`config.mk`:
```
export PLATFORM = sky130hd
export DESIGN_NAME = serializer_gpio_config
export DESIGN_NICKNAME = d
export VERILOG_FILES = /design/src/hw/gpio_cfg_pkg.sv /design/src/hw/bc_link_if.sv /design/src/hw/bc_replay.sv /design/src/hw/serializer_gpio_config.sv
export SDC_FILE = /design/constraint.sdc
export NUM_CORES = 1
export LEC_CHECK = 0
export BUFFER_PORTS_ARGS = -buffer_cell sky130_fd_sc_hd__buf_2
export CAP_MARGIN = 20
export CORE_MARGIN = 5
export CORE_UTILIZATION = 41
export DETAILED_ROUTE_END_ITERATION = 16
export SLEW_MARGIN = 10
export SYNTH_ARGS = -nofsm -noshare
export SYNTH_HDL_FRONTEND = slang
export SYNTH_SLANG_ARGS = --single-unit
```
`constraint.sdc`:
```
create_clock -name i_core_clk -period 9.7 [get_ports i_core_clk]
set_input_delay 1.455 -clock i_core_clk [delete_from_list [all_inputs] [get_ports i_core_clk]]
set_output_delay 1.455 -clock i_core_clk [all_outputs]
set_load 0.01 [all_outputs]
```
`src/hw/gpio_cfg_pkg.sv`:
```
// Purpose: Shared constants for the serializer general-purpose pin block
// Assumes: 200 MHz core clock, 8-bit registers
// Notes:   Back-channel frame is 30 bit times long
package gpio_cfg_pkg;
  // Register offsets
  localparam logic [7:0] OFFS_PIN0_CFG    = 8'h0D;
  localparam logic [7:0] OFFS_PIN12_CFG   = 8'h0E;
  localparam logic [7:0] OFFS_PIN3_CFG    = 8'h0F;
  localparam logic [7:0] OFFS_REG56_CFG   = 8'h10;
  localparam logic [7:0] OFFS_REG78_CFG   = 8'h11;
  localparam logic [7:0] OFFS_STAT_LO     = 8'h1C;
  localparam logic [7:0] OFFS_STAT_HI     = 8'h1D;
  localparam int         NUM_CFG          = 5;
  localparam logic [7:0] CFG_RESET        = 8'h00;
  localparam logic [7:0] STAT_RESET       = 8'h00;
  // Status field positions
  localparam int         STAT_HI_PIN8_BIT = 0;
  localparam int         STAT_LO_REG5_BIT = 5;
  // Configuration nibble codes
  localparam logic [3:0] NIB_OUT_L        = 4'h1;
  localparam logic [3:0] NIB_OUT_H        = 4'h9;
  localparam logic [3:0] NIB_IN           = 4'h3;
  localparam logic [3:0] NIB_BC           = 4'h5;
  // High-speed channel modes chosen on the far end
  localparam logic [2:0] MODE_NORMAL      = 3'h0;
  localparam logic [2:0] MODE_FAST4       = 3'h3;
  localparam logic [2:0] MODE_FAST2       = 3'h2;
  localparam logic [2:0] MODE_FAST1       = 3'h1;
  localparam logic [3:0] SPF_NORMAL       = 4'h1;
  localparam logic [3:0] SPF_FAST4        = 4'h6;
  localparam logic [3:0] SPF_FAST2        = 4'hA;
  localparam logic [3:0] SPF_FAST1        = 4'hF;
  localparam int         BC_SAMPLE_W      = 24;
  // Frame timing: cycles per back-channel frame at each nominal rate
  localparam int         CLK_MHZ          = 200;
  localparam int         BC_FRAME_BITS    = 30;
  localparam int         BC_RATE_LO_MBPS  = 5;
  localparam int         BC_RATE_MID_MBPS = 10;
  localparam int         BC_RATE_HI_MBPS  = 20;
  localparam int         FRAME_CYC_LO     = BC_FRAME_BITS * CLK_MHZ / BC_RATE_LO_MBPS;
  localparam int         FRAME_CYC_MID    = BC_FRAME_BITS * CLK_MHZ / BC_RATE_MID_MBPS;
  localparam int         FRAME_CYC_HI     = BC_FRAME_BITS * CLK_MHZ / BC_RATE_HI_MBPS;
  localparam int         STEP_W           = 11;
endpackage

```
`src/hw/bc_link_if.sv`:
```
// Purpose: Carrier between the pin block and its back-channel replay unit
// Assumes: All signals on the core clock
// Notes:   Frame is a one-cycle strobe
`timescale 1ns/1ps
interface bc_link_if;
  logic        frame;
  logic [23:0] samples;
  logic [2:0]  mode;
  logic        rate_sel;
  logic        high_speed;
  logic [3:0]  pins;
  modport feed   (output frame, output samples, output mode, output rate_sel, output high_speed, input pins);
  modport replay (input frame, input samples, input mode, input rate_sel, input high_speed, output pins);
endinterface

```
`src/hw/bc_replay.sv`:
```
// Purpose: Spread the samples of one back-channel frame evenly over the frame
// Assumes: Frame strobe and payload arrive on the core clock
// Notes:   Sample k sits at bits [k*w +: w], w pins per sample
`timescale 1ns/1ps
module bc_replay (
  // Clock and reset
  input  wire logic  i_core_clk,
  input  wire logic  i_rst,
  // Frame data from the link
  bc_link_if.replay  bc
);
  import gpio_cfg_pkg::*;

  logic [23:0]       buf_q;
  logic [3:0]        left_q;
  logic [STEP_W-1:0] cnt_q;
  logic [2:0]        mode_q;
  logic [3:0]        pins_q;

  // Samples carried per frame; zero for modes that carry no pins
  function automatic logic [3:0] spf(input logic [2:0] m);
    case (m)
      MODE_NORMAL: spf = SPF_NORMAL;
      MODE_FAST4:  spf = SPF_FAST4;
      MODE_FAST2:  spf = SPF_FAST2;
      MODE_FAST1:  spf = SPF_FAST1;
      default:     spf = 4'h0;
    endcase
  endfunction

  // Cycles between samples; rounded down so every sample leaves before the next frame
  function automatic logic [STEP_W-1:0] step(input logic [2:0] m, input logic rs, input logic hs);
    int f;
    f = hs ? FRAME_CYC_HI : (rs ? FRAME_CYC_MID : FRAME_CYC_LO);
    case (m)
      MODE_FAST4: step = STEP_W'(f / 6);
      MODE_FAST2: step = STEP_W'(f / 10);
      MODE_FAST1: step = STEP_W'(f / 15);
      default:    step = STEP_W'(f);
    endcase
  endfunction

  // Apply the low sample of a buffer to the pins the mode allows
  function automatic logic [3:0] apply(input logic [2:0] m, input logic [3:0] p, input logic [23:0] b);
    case (m)
      MODE_FAST2: apply = {p[3:2], b[1:0]};
      MODE_FAST1: apply = {p[3:1], b[0]};
      default:    apply = b[3:0];
    endcase
  endfunction

  // Drop the sample just used
  function automatic logic [23:0] shift(input logic [2:0] m, input logic [23:0] b);
    case (m)
      MODE_FAST2: shift = b >> 2;
      MODE_FAST1: shift = b >> 1;
      default:    shift = b >> 4;
    endcase
  endfunction

  ////////////////////////////////////////////////////////////////////////////////
  // Replay sequencer; SPI modes carry no pins, so the pins hold their level
  always_ff @(posedge i_core_clk) begin
    if (i_rst) begin
      buf_q  <= '0;
      left_q <= '0;
      cnt_q  <= '0;
      mode_q <= MODE_NORMAL;
      pins_q <= '0;
    end else if (bc.frame && spf(bc.mode) != 4'h0) begin
      pins_q <= apply(bc.mode, pins_q, bc.samples);
      buf_q  <= shift(bc.mode, bc.samples);
      left_q <= spf(bc.mode) - 4'h1;
      cnt_q  <= step(bc.mode, bc.rate_sel, bc.high_speed) - STEP_W'(1);
      mode_q <= bc.mode;
    end else if (left_q != 4'h0) begin
      if (cnt_q == '0) begin
        pins_q <= apply(mode_q, pins_q, buf_q);
        buf_q  <= shift(mode_q, buf_q);
        left_q <= left_q - 4'h1;
        cnt_q  <= step(mode_q, bc.rate_sel, bc.high_speed) - STEP_W'(1);
      end else begin
        cnt_q <= cnt_q - STEP_W'(1);
      end
    end
  end

  assign bc.pins = pins_q;
endmodule

```
`src/hw/serializer_gpio_config.sv`:
```
// Purpose: Serializer general-purpose pins: four link-forwarded, four register-only
// Assumes: Register ports and link strobes run on i_core_clk; pins are asynchronous
// Notes:   Local register writes win over remote writes in the same cycle
`timescale 1ns/1ps
module serializer_gpio_config (
  // Clock and reset
  input  wire logic        i_core_clk,
  input  wire logic        i_rst,
  input  wire logic        i_power_down_input_n,
  // Local register access
  input  wire logic        i_loc_wr,
  input  wire logic        i_loc_rd,
  input  wire logic [7:0]  i_loc_addr,
  input  wire logic [7:0]  i_loc_wdata,
  output logic      [7:0]  o_loc_rdata,
  output logic             o_loc_rvalid,
  // Remote register access from the control channel
  input  wire logic        i_rem_wr,
  input  wire logic        i_rem_rd,
  input  wire logic [7:0]  i_rem_addr,
  input  wire logic [7:0]  i_rem_wdata,
  output logic      [7:0]  o_rem_rdata,
  output logic             o_rem_rvalid,
  // Forwarded pins 3..0
  input  wire logic [3:0]  i_gpio_i,
  output logic      [3:0]  o_gpio_o,
  output logic      [3:0]  o_gpio_oe,
  // Register-only pins 8..5 (index 3..0)
  input  wire logic [3:0]  i_regpin_i,
  output logic      [3:0]  o_regpin_o,
  output logic      [3:0]  o_regpin_oe,
  output logic      [3:0]  o_audio_data,
  // Link: forward pin levels out, back-channel frames in
  output logic      [3:0]  o_fwd_gpio,
  input  wire logic        i_bc_frame,
  input  wire logic [gpio_cfg_pkg::BC_SAMPLE_W-1:0] i_bc_samples,
  input  wire logic [2:0]  i_high_speed_channel_mode,
  input  wire logic        i_back_channel_rate_select,
  input  wire logic        i_back_channel_high_speed
);
  import gpio_cfg_pkg::*;

  logic [8:0] sync1_q;
  logic [8:0] sync2_q;
  logic       rst_all;
  logic [7:0] cfg_q [NUM_CFG];
  logic [3:0] pin_nib [4];
  logic [3:0] reg_nib [4];
  logic [7:0] stat_lo_q;
  logic [7:0] stat_hi_q;
  logic [3:0] gpio_o_q;
  logic [3:0] gpio_oe_q;
  logic [3:0] regpin_o_q;
  logic [3:0] regpin_oe_q;
  logic [3:0] audio_q;
  logic [3:0] fwd_q;
  bc_link_if  bc ();

  // Nibble decode shared by both pin groups: {drives, level}
  function automatic logic [1:0] drive(input logic [3:0] n);
    case (n)
      NIB_OUT_L: drive = 2'b10;
      NIB_OUT_H: drive = 2'b11;
      default:   drive = 2'b00;
    endcase
  endfunction

  // Register read mux, used by both access ports
  function automatic logic [7:0] rd_mux(input logic [7:0] a);
    rd_mux = 8'h00;
    if (a >= OFFS_PIN0_CFG && a <= OFFS_REG78_CFG) begin
      rd_mux = cfg_q[3'(a - OFFS_PIN0_CFG)];
    end else if (a == OFFS_STAT_LO) begin
      rd_mux = stat_lo_q;
    end else if (a == OFFS_STAT_HI) begin
      rd_mux = stat_hi_q;
    end
  endfunction

  ////////////////////////////////////////////////////////////////////////////////
  // Two-flop synchronisers: {power-down, register-only pins, forwarded pins}
  always_ff @(posedge i_core_clk) begin
    if (i_rst) begin
      sync1_q <= 9'h1FF;
      sync2_q <= 9'h1FF;
    end else begin
      sync1_q <= {i_power_down_input_n, i_regpin_i, i_gpio_i};
      sync2_q <= sync1_q;
    end
  end

  // Power-down acts as a synchronous reset of the whole block except the input synchronisers
  assign rst_all = i_rst || !sync2_q[8];

  ////////////////////////////////////////////////////////////////////////////////
  // Configuration registers; remote write applied, then a local write overrides
  for (genvar r = 0; r < NUM_CFG; r++) begin : g_cfg
    always_ff @(posedge i_core_clk) begin
      if (rst_all) begin
        cfg_q[r] <= CFG_RESET;
      end else if (i_loc_wr && i_loc_addr == OFFS_PIN0_CFG + 8'(r)) begin
        cfg_q[r] <= i_loc_wdata;
      end else if (i_rem_wr && i_rem_addr == OFFS_PIN0_CFG + 8'(r)) begin
        cfg_q[r] <= i_rem_wdata;
      end
    end
  end

  // Nibble placement per pin
  assign pin_nib[0] = cfg_q[0][3:0];
  assign pin_nib[1] = cfg_q[1][3:0];
  assign pin_nib[2] = cfg_q[1][7:4];
  assign pin_nib[3] = cfg_q[2][3:0];
  assign reg_nib[0] = cfg_q[3][3:0];
  assign reg_nib[1] = cfg_q[3][7:4];
  assign reg_nib[2] = cfg_q[4][3:0];
  assign reg_nib[3] = cfg_q[4][7:4];

  ////////////////////////////////////////////////////////////////////////////////
  // Read-data registers for both ports; status registers are read-only
  always_ff @(posedge i_core_clk) begin
    if (rst_all) begin
      o_loc_rdata  <= 8'h00;
      o_loc_rvalid <= 1'b0;
      o_rem_rdata  <= 8'h00;
      o_rem_rvalid <= 1'b0;
    end else begin
      o_loc_rvalid <= i_loc_rd;
      o_rem_rvalid <= i_rem_rd;
      if (i_loc_rd) begin
        o_loc_rdata <= rd_mux(i_loc_addr);
      end
      if (i_rem_rd) begin
        o_rem_rdata <= rd_mux(i_rem_addr);
      end
    end
  end

  // Input status from synchronised levels only, so reads never see a metastable bit
  always_ff @(posedge i_core_clk) begin
    if (rst_all) begin
      stat_lo_q <= STAT_RESET;
      stat_hi_q <= STAT_RESET;
    end else begin
      stat_lo_q <= {sync2_q[6:4], 1'b0, sync2_q[3:0]};
      stat_hi_q <= {7'h00, sync2_q[7]};
    end
  end

  ////////////////////////////////////////////////////////////////////////////////
  // Back-channel replay of remote samples
  assign bc.frame      = i_bc_frame;
  assign bc.samples    = i_bc_samples;
  assign bc.mode       = i_high_speed_channel_mode;
  assign bc.rate_sel   = i_back_channel_rate_select;
  assign bc.high_speed = i_back_channel_high_speed;

  bc_replay u_replay (
    .i_core_clk (i_core_clk),
    .i_rst      (rst_all),
    .bc         (bc.replay)
  );

  ////////////////////////////////////////////////////////////////////////////////
  // Forwarded pins: register drive, back-channel drive or forward sampling
  for (genvar p = 0; p < 4; p++) begin : g_fwd_pin
    // Decoded {drives, level} of this pin
    logic [1:0] drv;
    assign drv = drive(pin_nib[p]);
    always_ff @(posedge i_core_clk) begin
      if (rst_all) begin
        gpio_o_q[p]  <= 1'b0;
        gpio_oe_q[p] <= 1'b0;
        fwd_q[p]     <= 1'b0;
      end else begin
        if (pin_nib[p] == NIB_BC) begin
          gpio_oe_q[p] <= 1'b1;
          gpio_o_q[p]  <= bc.pins[p];
        end else begin
          gpio_oe_q[p] <= drv[1];
          gpio_o_q[p]  <= drv[0];
        end
        fwd_q[p] <= (pin_nib[p] == NIB_IN) && sync2_q[p];
      end
    end
  end

  // Register-only pins: no link path exists for these at all
  for (genvar q = 0; q < 4; q++) begin : g_reg_pin
    // Decoded {drives, level} of this pin
    logic [1:0] drv;
    assign drv = drive(reg_nib[q]);
    always_ff @(posedge i_core_clk) begin
      if (rst_all) begin
        regpin_o_q[q]  <= 1'b0;
        regpin_oe_q[q] <= 1'b0;
        audio_q[q]     <= 1'b0;
      end else begin
        regpin_oe_q[q] <= drv[1];
        regpin_o_q[q]  <= drv[0];
        // Output or input mode steals the shared pin; audio sees a quiet zero
        audio_q[q] <= (drv[1] || reg_nib[q] == NIB_IN) ? 1'b0 : sync2_q[q+4];
      end
    end
  end

  assign o_gpio_o     = gpio_o_q;
  assign o_gpio_oe    = gpio_oe_q;
  assign o_regpin_o   = regpin_o_q;
  assign o_regpin_oe  = regpin_oe_q;
  assign o_audio_data = audio_q;
  assign o_fwd_gpio   = fwd_q;
endmodule

```
* Word-level counts from Yosys, hierarchy flattened
Memory sizes are Yosys's and may differ from the RTL's.
Cells that the tools add are included.
** Storage, ports and cells
- Bits in registers :: 122
- Bits in writable memories :: 40
- Input port bits :: 77
- Word-level logic and storage cells :: 253
- Memories :: 1
** Operators by class
- Add/sub/neg operators :: 7
- Div/mod/pow operators :: 3
- Magnitude comparators :: 4
- Eq/ne operators :: 52
- Mux-type cells :: 99
- Bitwise gates (word level) :: 10
- Reduce and logical (&&, ||, !) cells :: 36
** Memories
- cfg_q :: depth 5, width 8, read ports 7, clocked after Yosys merged registers in 0, wr ports 5, RTL line serializer_gpio_config.sv:46 : logic [7:0] cfg_q [NUM_CFG];
** Operator list (number)
- 8-bit 2-to-1 mux :: 16
- 11-bit 2-to-1 mux :: 10
- 23-bit case mux with 2 select lines :: 2
- 24-bit 2-to-1 mux :: 3
- 11-bit case mux with 3 select lines :: 2
- 32-bit by 5-bit divider with 32-bit output, second input constant :: 2
- 8-bit by 5-bit == test with 1-bit output, second input constant :: 8
- 8-bit by 4-bit == test with 1-bit output, second input constant :: 6
- 1-bit 2-to-1 mux :: 45
- 4-bit 2-to-1 mux :: 9
- 11-bit by 1-bit subtractor with 11-bit output, second input constant :: 3
- 32-bit by 4-bit divider with 32-bit output, second input constant :: 1
- 4-bit by 1-bit == test with 1-bit output, second input constant :: 8
- 4-bit by 2-bit == test with 1-bit output, second input constant :: 8
- 4-bit == test, second input constant :: 8
- 32-bit 2-to-1 mux :: 1
- 2-bit case mux with 2 select lines :: 8
- 1-bit logical AND :: 17
- 4-bit by 3-bit == test with 1-bit output, second input constant :: 4
- 8-bit by 4-bit >= comparator with 1-bit output, second input constant :: 2
- 8-bit by 5-bit less-or-equal comparator with 1-bit output, second input constant :: 2
- 4-bit case mux with 2 select lines :: 2
- 4-bit case mux with 4 select lines :: 1
- 3-bit by 2-bit == test with 1-bit output, second input constant :: 4
- 16 further kinds :: 39

* Depth between registers and ports, before layout
- Depth in word-level cells :: 12
- Mapped depth :: 18

* By module
A second synthesis with hierarchy kept.
** Second synthesis, totals
- Cells, all modules :: 904
- Area, all modules :: 8699.6 um^2
** By module, submodules not included
- serializer_gpio_config :: times used 1, cells each 394, area each 4949.7 um^2, sequential area each 2562.5 um^2
- bc_replay :: times used 1, cells each 510, area each 3749.8 um^2, sequential area each 900.9 um^2

* Worst setup path after synthesis
No wires, ideal clock.
- Path type :: input-to-reg
- Start :: input i_back_channel_high_speed
- End :: register u_replay.cnt_q[10]
- Setup time :: 0.063 ns
- Arrival time :: 4.984 ns
- Required time :: 9.637 ns
- Path slack :: 4.653 ns
- Stages on the path :: 18
- Cells stage by stage :: clkbuf_1 buf_2 nor2_1 ha_1 inv_1 ha_1 or2_1 a211o_1 o221ai_1 o2bb2ai_1 and2_1 ha_1 inv_1 or3_1 o22ai_1 nand2_1 or4b_1 nand3_1
** Between the ends
- Word-level cells in the longest chain between the ends :: 11
** Ends and longest elaborated chain
- start, declared :: RTL line serializer_gpio_config.sv:39 : input wire logic i_back_channel_high_speed
- 32-bit 2-to-1 mux (*) :: RTL line bc_replay.sv:34 : f = hs ? FRAME_CYC_HI : (rs ? FRAME_CYC_MID : FRAME_CYC_LO);
- 32-bit by 5-bit divider with 32-bit output (tied with other cells) :: RTL line bc_replay.sv:38 : MODE_FAST1: step = STEP_W'(f / 15);
- 11-bit case mux with 3 select lines :: RTL line bc_replay.sv:35 : case (m)
- 11-bit 2-to-1 mux :: RTL line bc_replay.sv:77 : if (cnt_q == '0) begin
- 11-bit 2-to-1 mux :: RTL line bc_replay.sv:76 : end else if (left_q != 4'h0) begin
- 11-bit 2-to-1 mux :: RTL line bc_replay.sv:70 : end else if (bc.frame && spf(bc.mode) != 4'h0) begin
- 11-bit 2-to-1 mux :: RTL line bc_replay.sv:64 : if (i_rst) begin
- 11-bit by 1-bit subtractor with 11-bit output :: RTL line bc_replay.sv:81 : cnt_q <= step(mode_q, bc.rate_sel, bc.high_speed) - STEP_W'(1);
- 11-bit 2-to-1 mux :: RTL line bc_replay.sv:77
- 11-bit 2-to-1 mux :: RTL line bc_replay.sv:76
- 11-bit 2-to-1 mux (*) :: RTL line bc_replay.sv:70
- end signal, assigned :: RTL line bc_replay.sv:74 : cnt_q <= step(bc.mode, bc.rate_sel, bc.high_speed) - STEP_W'(1);
- end signal, assigned :: RTL line bc_replay.sv:81
- end signal, assigned :: RTL line bc_replay.sv:83 : cnt_q <= cnt_q - STEP_W'(1);
- end, declared :: RTL line bc_replay.sv:16 : logic [STEP_W-1:0] cnt_q;
Mark *: on every way between the ends. The rest lies on a longest branch, timed or not. The select of a mux whose other input is x is not followed.
A chain may end at the register's enable or synchronous reset.

* Worst setup path after layout
Same ends and word-level chain as after synthesis.

==> impl_metrics.yaml <==
outcome:
  run_status: "finished clean"
logic_synthesis:
  number_of_distinct_standard_cells_referenced_by_the_synthesized_netlist: 66
  mappedNetlistArea_um2: 8350
  synthesis.area_per_instance_um2: 9.30
  synth_top_cell_by_area: "dfxtp_1"
  synth.yosys.seq_area_share: 0.415
  synth_ff_type: "dfxtp_1"
  postSynthRegisterBits: 153
  synth_top_family_by_area: "compound AO/OA/AOI/OAI gates"
  synth-simple-area-share: 0.179
  syn-num-nets: 994
  synth.area.mux_share: 0.0673
  synth_edf_count: 40
  postSynth.asyncResetShare: 0
  synthCells: 897
  share_of_the_synthesized_area_in_compound_gates_ao_oa_aoi_oai: 0.259
  yosys.area.top_type_share: 0.271
  synth.top_cells.by_area: "dfxtp_1 (27%), edfxtp_1 (14%), a22o_1 (6.2%)"
  yosysWarningCount: 0
  synth-xor-area-share: 0.00840
  adder_cell_share_of_the_synthesized_area: 0.0300
layout:
  commonest_non_fill_non_tap_cells_in_the_layout: "buf_2 (118), dfxtp_1 (113), nor2_1 (79)"
  share_of_final_layout_standard_cells_stronger_than_drive_strength_1: 0.229
  mostFrequentLayoutCell: "buf_2"
  n_antenna_cell: 0
  num-nets-final: 1073
  design_area_um2: 9700
  num-fill-cells: 1961
  flow.area_growth_from_synthesis_pct: 16.3
route:
  avgRoutedWirePerCell_um: 19.8
  drt-initial-drc-count: 607
  detailed_route_via_count: 7607
  dr.pass1.iters: 5
  via_per_inst: 6.04
  totalWireLength_um: 25000
  postRouteAntennaNets: 0
  drc: 0
global_route:
  initial_antenna_violation_count: 1
  grt_first_pass_wirelength_um: 39600
  largest_net_degree_at_the_start_of_global_routing: 63
  gr-total-overflow: 0
  track_usage: 0.209
  number_of_global_route_vias_before_repair: 7274
clock_tree:
  cts.repair.resized: 0
  clk_latency_ps: 430
  clock_tree_from_tritoncts: "built"
  bufs_on_longest_clock_path: 2
  cts.hold.buffers_added: 0
  ctsHtreeMaxLevel: 4
  clkTransAtPathRegs_ps: 70
  postCtsSetupRepairBufs: 0
  clock-root-buffer: "clkbuf_16"
  cts_made_buffers: 17
  clock-sinks: 153
pwr:
  vdd.ir_drop.worst_mv: 0.131
  cellPowerDensity_nw_per_um2: 200
  leakagePower_nw: 3.75
timing:
  slew-limit-headroom: 0.458
  fin_worst_skew_ps: 18.8
  max_freq_mhz: 204
  finalCriticalPeriod_ps: 4900
  finalHoldViolCount: 0
  fin_worst_hold_slack_ps: 411
  grt_setup_unrepaired: "no"
  timing.final.max_slew_violations: 0
  post_route_setup_tns_ps: 0
  post-route-period-util: 0.506
  timing.final.setup_violations: 0
  tightest_slew_ps: 811
hold_path:
  hold-path-endpoint: "sync2_q[8]$_SDFF_PP1_"
  hold_start: "sync1_q[8]$_SDFF_PP1_"
  worstHoldPathCells: 1
  hold_class: "flip-flop to flip-flop"
worst_setup_path:
  endpoint_required_time_on_the_critical_path_ps: 10060
  timing.rr.start: "u_replay.mode_q[1]$_SDFFE_PN0P_"
  rr_worst_depth: 13
  critPathMostFrequentCell: "ha_1"
  worstPathMaxFanout: 25
  crit_chain: "buf_2 > nor2_1 > ha_1 > inv_1 > ha_1 > or2_1 > a211oi_1 > a21oi_1 > o211ai_1 > ha_1 > inv_1 > or3_1 > o22ai_1 > nand2_1 > or4b_1 > nand3_1"
  cp-start-kind: "input port"
  critPathBufInv: 3
  critical_path.max_stage_delay_ps: 510
  startpoint_to_endpoint_class_of_the_critical_path: "input port to flip-flop"
  timing.critical_path.arrival_ps: 5270
  path_delay_family: "simple AND/OR/NAND/NOR gates"
  crit_slowest_cell: "or4b_1"
  r2r_setup_slack_ps: 6320
  critical_path_cell_count: 16
  r2r-end: "u_replay.cnt_q[10]$_SDFFE_PN0P_"
  timing.critical_path.to_type: "flip-flop"
flow_run:
  max_cap_viol_count: 0
floorplan:
  fp.dieArea_um2: 23300
  floorplan.rows: 52
  pin_count: 119
  initial_core_util: 0.414
  core_region_area_um2: 20200
  floorplan.die.height_um: 153
  die_x_um: 153
placement:
  placement.cell_area_um2: 9110
  dp_hpwl_um: 17800
  gp_congestion: 0.912
  place.port_buffers: 118
[sequential cells by signal, indices dropped and copies added, names as in the netlist, 3 cells and up]
register,flops
u_replay.cnt_q,11
o_regpin_oe,4
u_replay.buf_q,23
u_replay.left_q,4
u_replay.bc.pins,4
o_regpin_o,4
stat_lo_q,7
u_replay.mode_q,3
sync2_q,9
o_fwd_gpio,4
o_gpio_oe,4
o_gpio_o,4
o_loc_rdata,8
cfg_q,40
o_rem_rdata,8
o_audio_data,4
sync1_q,9
[worst max-delay path by stage]
stage / endpoint / start / slack, ps
floorplan: u_replay.cnt_q[10]$_SDFFE_PN0P_ / i_back_channel_high_speed / 4650
global placement: u_replay.cnt_q[10]$_SDFFE_PN0P_ / i_back_channel_high_speed / 4420
detailed placement: u_replay.cnt_q[10]$_SDFFE_PN0P_ / i_back_channel_high_speed / 4380
CTS: u_replay.cnt_q[10]$_SDFFE_PN0P_ / i_back_channel_high_speed / 4820
global route: u_replay.cnt_q[10]$_SDFFE_PN0P_ / i_back_channel_high_speed / 4470
finish: u_replay.cnt_q[10]$_SDFFE_PN0P_ / i_back_channel_high_speed / 4800
[per-layer routing]
metal,global-route usage,vias up,part of all wire
li1,-,3571,-
met1,0.279,3643,0.42
met2,0.337,349,0.47
met3,0.0483,42,0.081
met4,0.0649,2,0.024
met5,0,-,0.00048
[through the flow]
stage	worst slack (ps)	power, mW	util	cells
2_1_floorplan	4650	1.13	-	897
3_3_place_gp	4420	1.28	0.452	1227
3_5_place_dp	4380	1.28	0.452	1227
4_1_cts	4820	1.95	0.481	1259
5_1_grt	4470	2.05	0.481	1259
6_report	4800	1.94	0.481	1259
[cell type report]
| type | count | area, µm² | share of cell area |
|---|---|---|---|
| clock inverter | 15 | 171 | 0.0177 |
| multi-input combinational | 656 | 4560 | 0.470 |
| sequential | 153 | 3460 | 0.357 |
| tap | 270 | 338 | 0.0348 |
| clock buffer | 17 | 425 | 0.0438 |
| inverter | 18 | 67.6 | 0.00696 |
| timing repair buffer | 130 | 681 | 0.0701 |
[report_power, final]
part           switching (mW)  internal [mW]
clock                   0.314          0.348
combinational           0.317          0.187
sequential             0.0599          0.717
total                   0.691           1.25
[kinds of logic (layout without fill, tap and decap cells)]
group	after synthesis	in the layout
other cells	1	1
simple gates	295	295
compound gates	298	298
buf+inv	88	180
flops	153	153
mux	34	34
xor+xnor	8	8
fa+ha+maj	20	20
[worst reg2reg max path, stage by stage (launching register included)]
cell      delay, ps
dfxtp_1         470
nor3b_2         240
buf_4           240
o211ai_1        120
a21oi_1          90
o31ai_1         310
and2_1          210
ha_1            170
inv_1            60
or3_1           340
o22ai_1         360
nand2_1         130
or4b_1          510
nand3_1          90
[cells in the mapped netlist, drive strengths merged, types with 7 or more instances]
master,count
and2,18
a22oi,35
inv,18
a211oi,40
dfxtp,113
nand2b,15
mux2,17
and3,20
nor2b,12
mux4,16
nor2,79
edfxtp,40
clkbuf,54
a22o,59
a311oi,24
o21ai,21
ha,20
or2,20
buf,16
o211ai,7
nand3,16
nand2,64
nand3b,8
a21oi,68
nor3,20
Power figures use the tool's default switching activity.
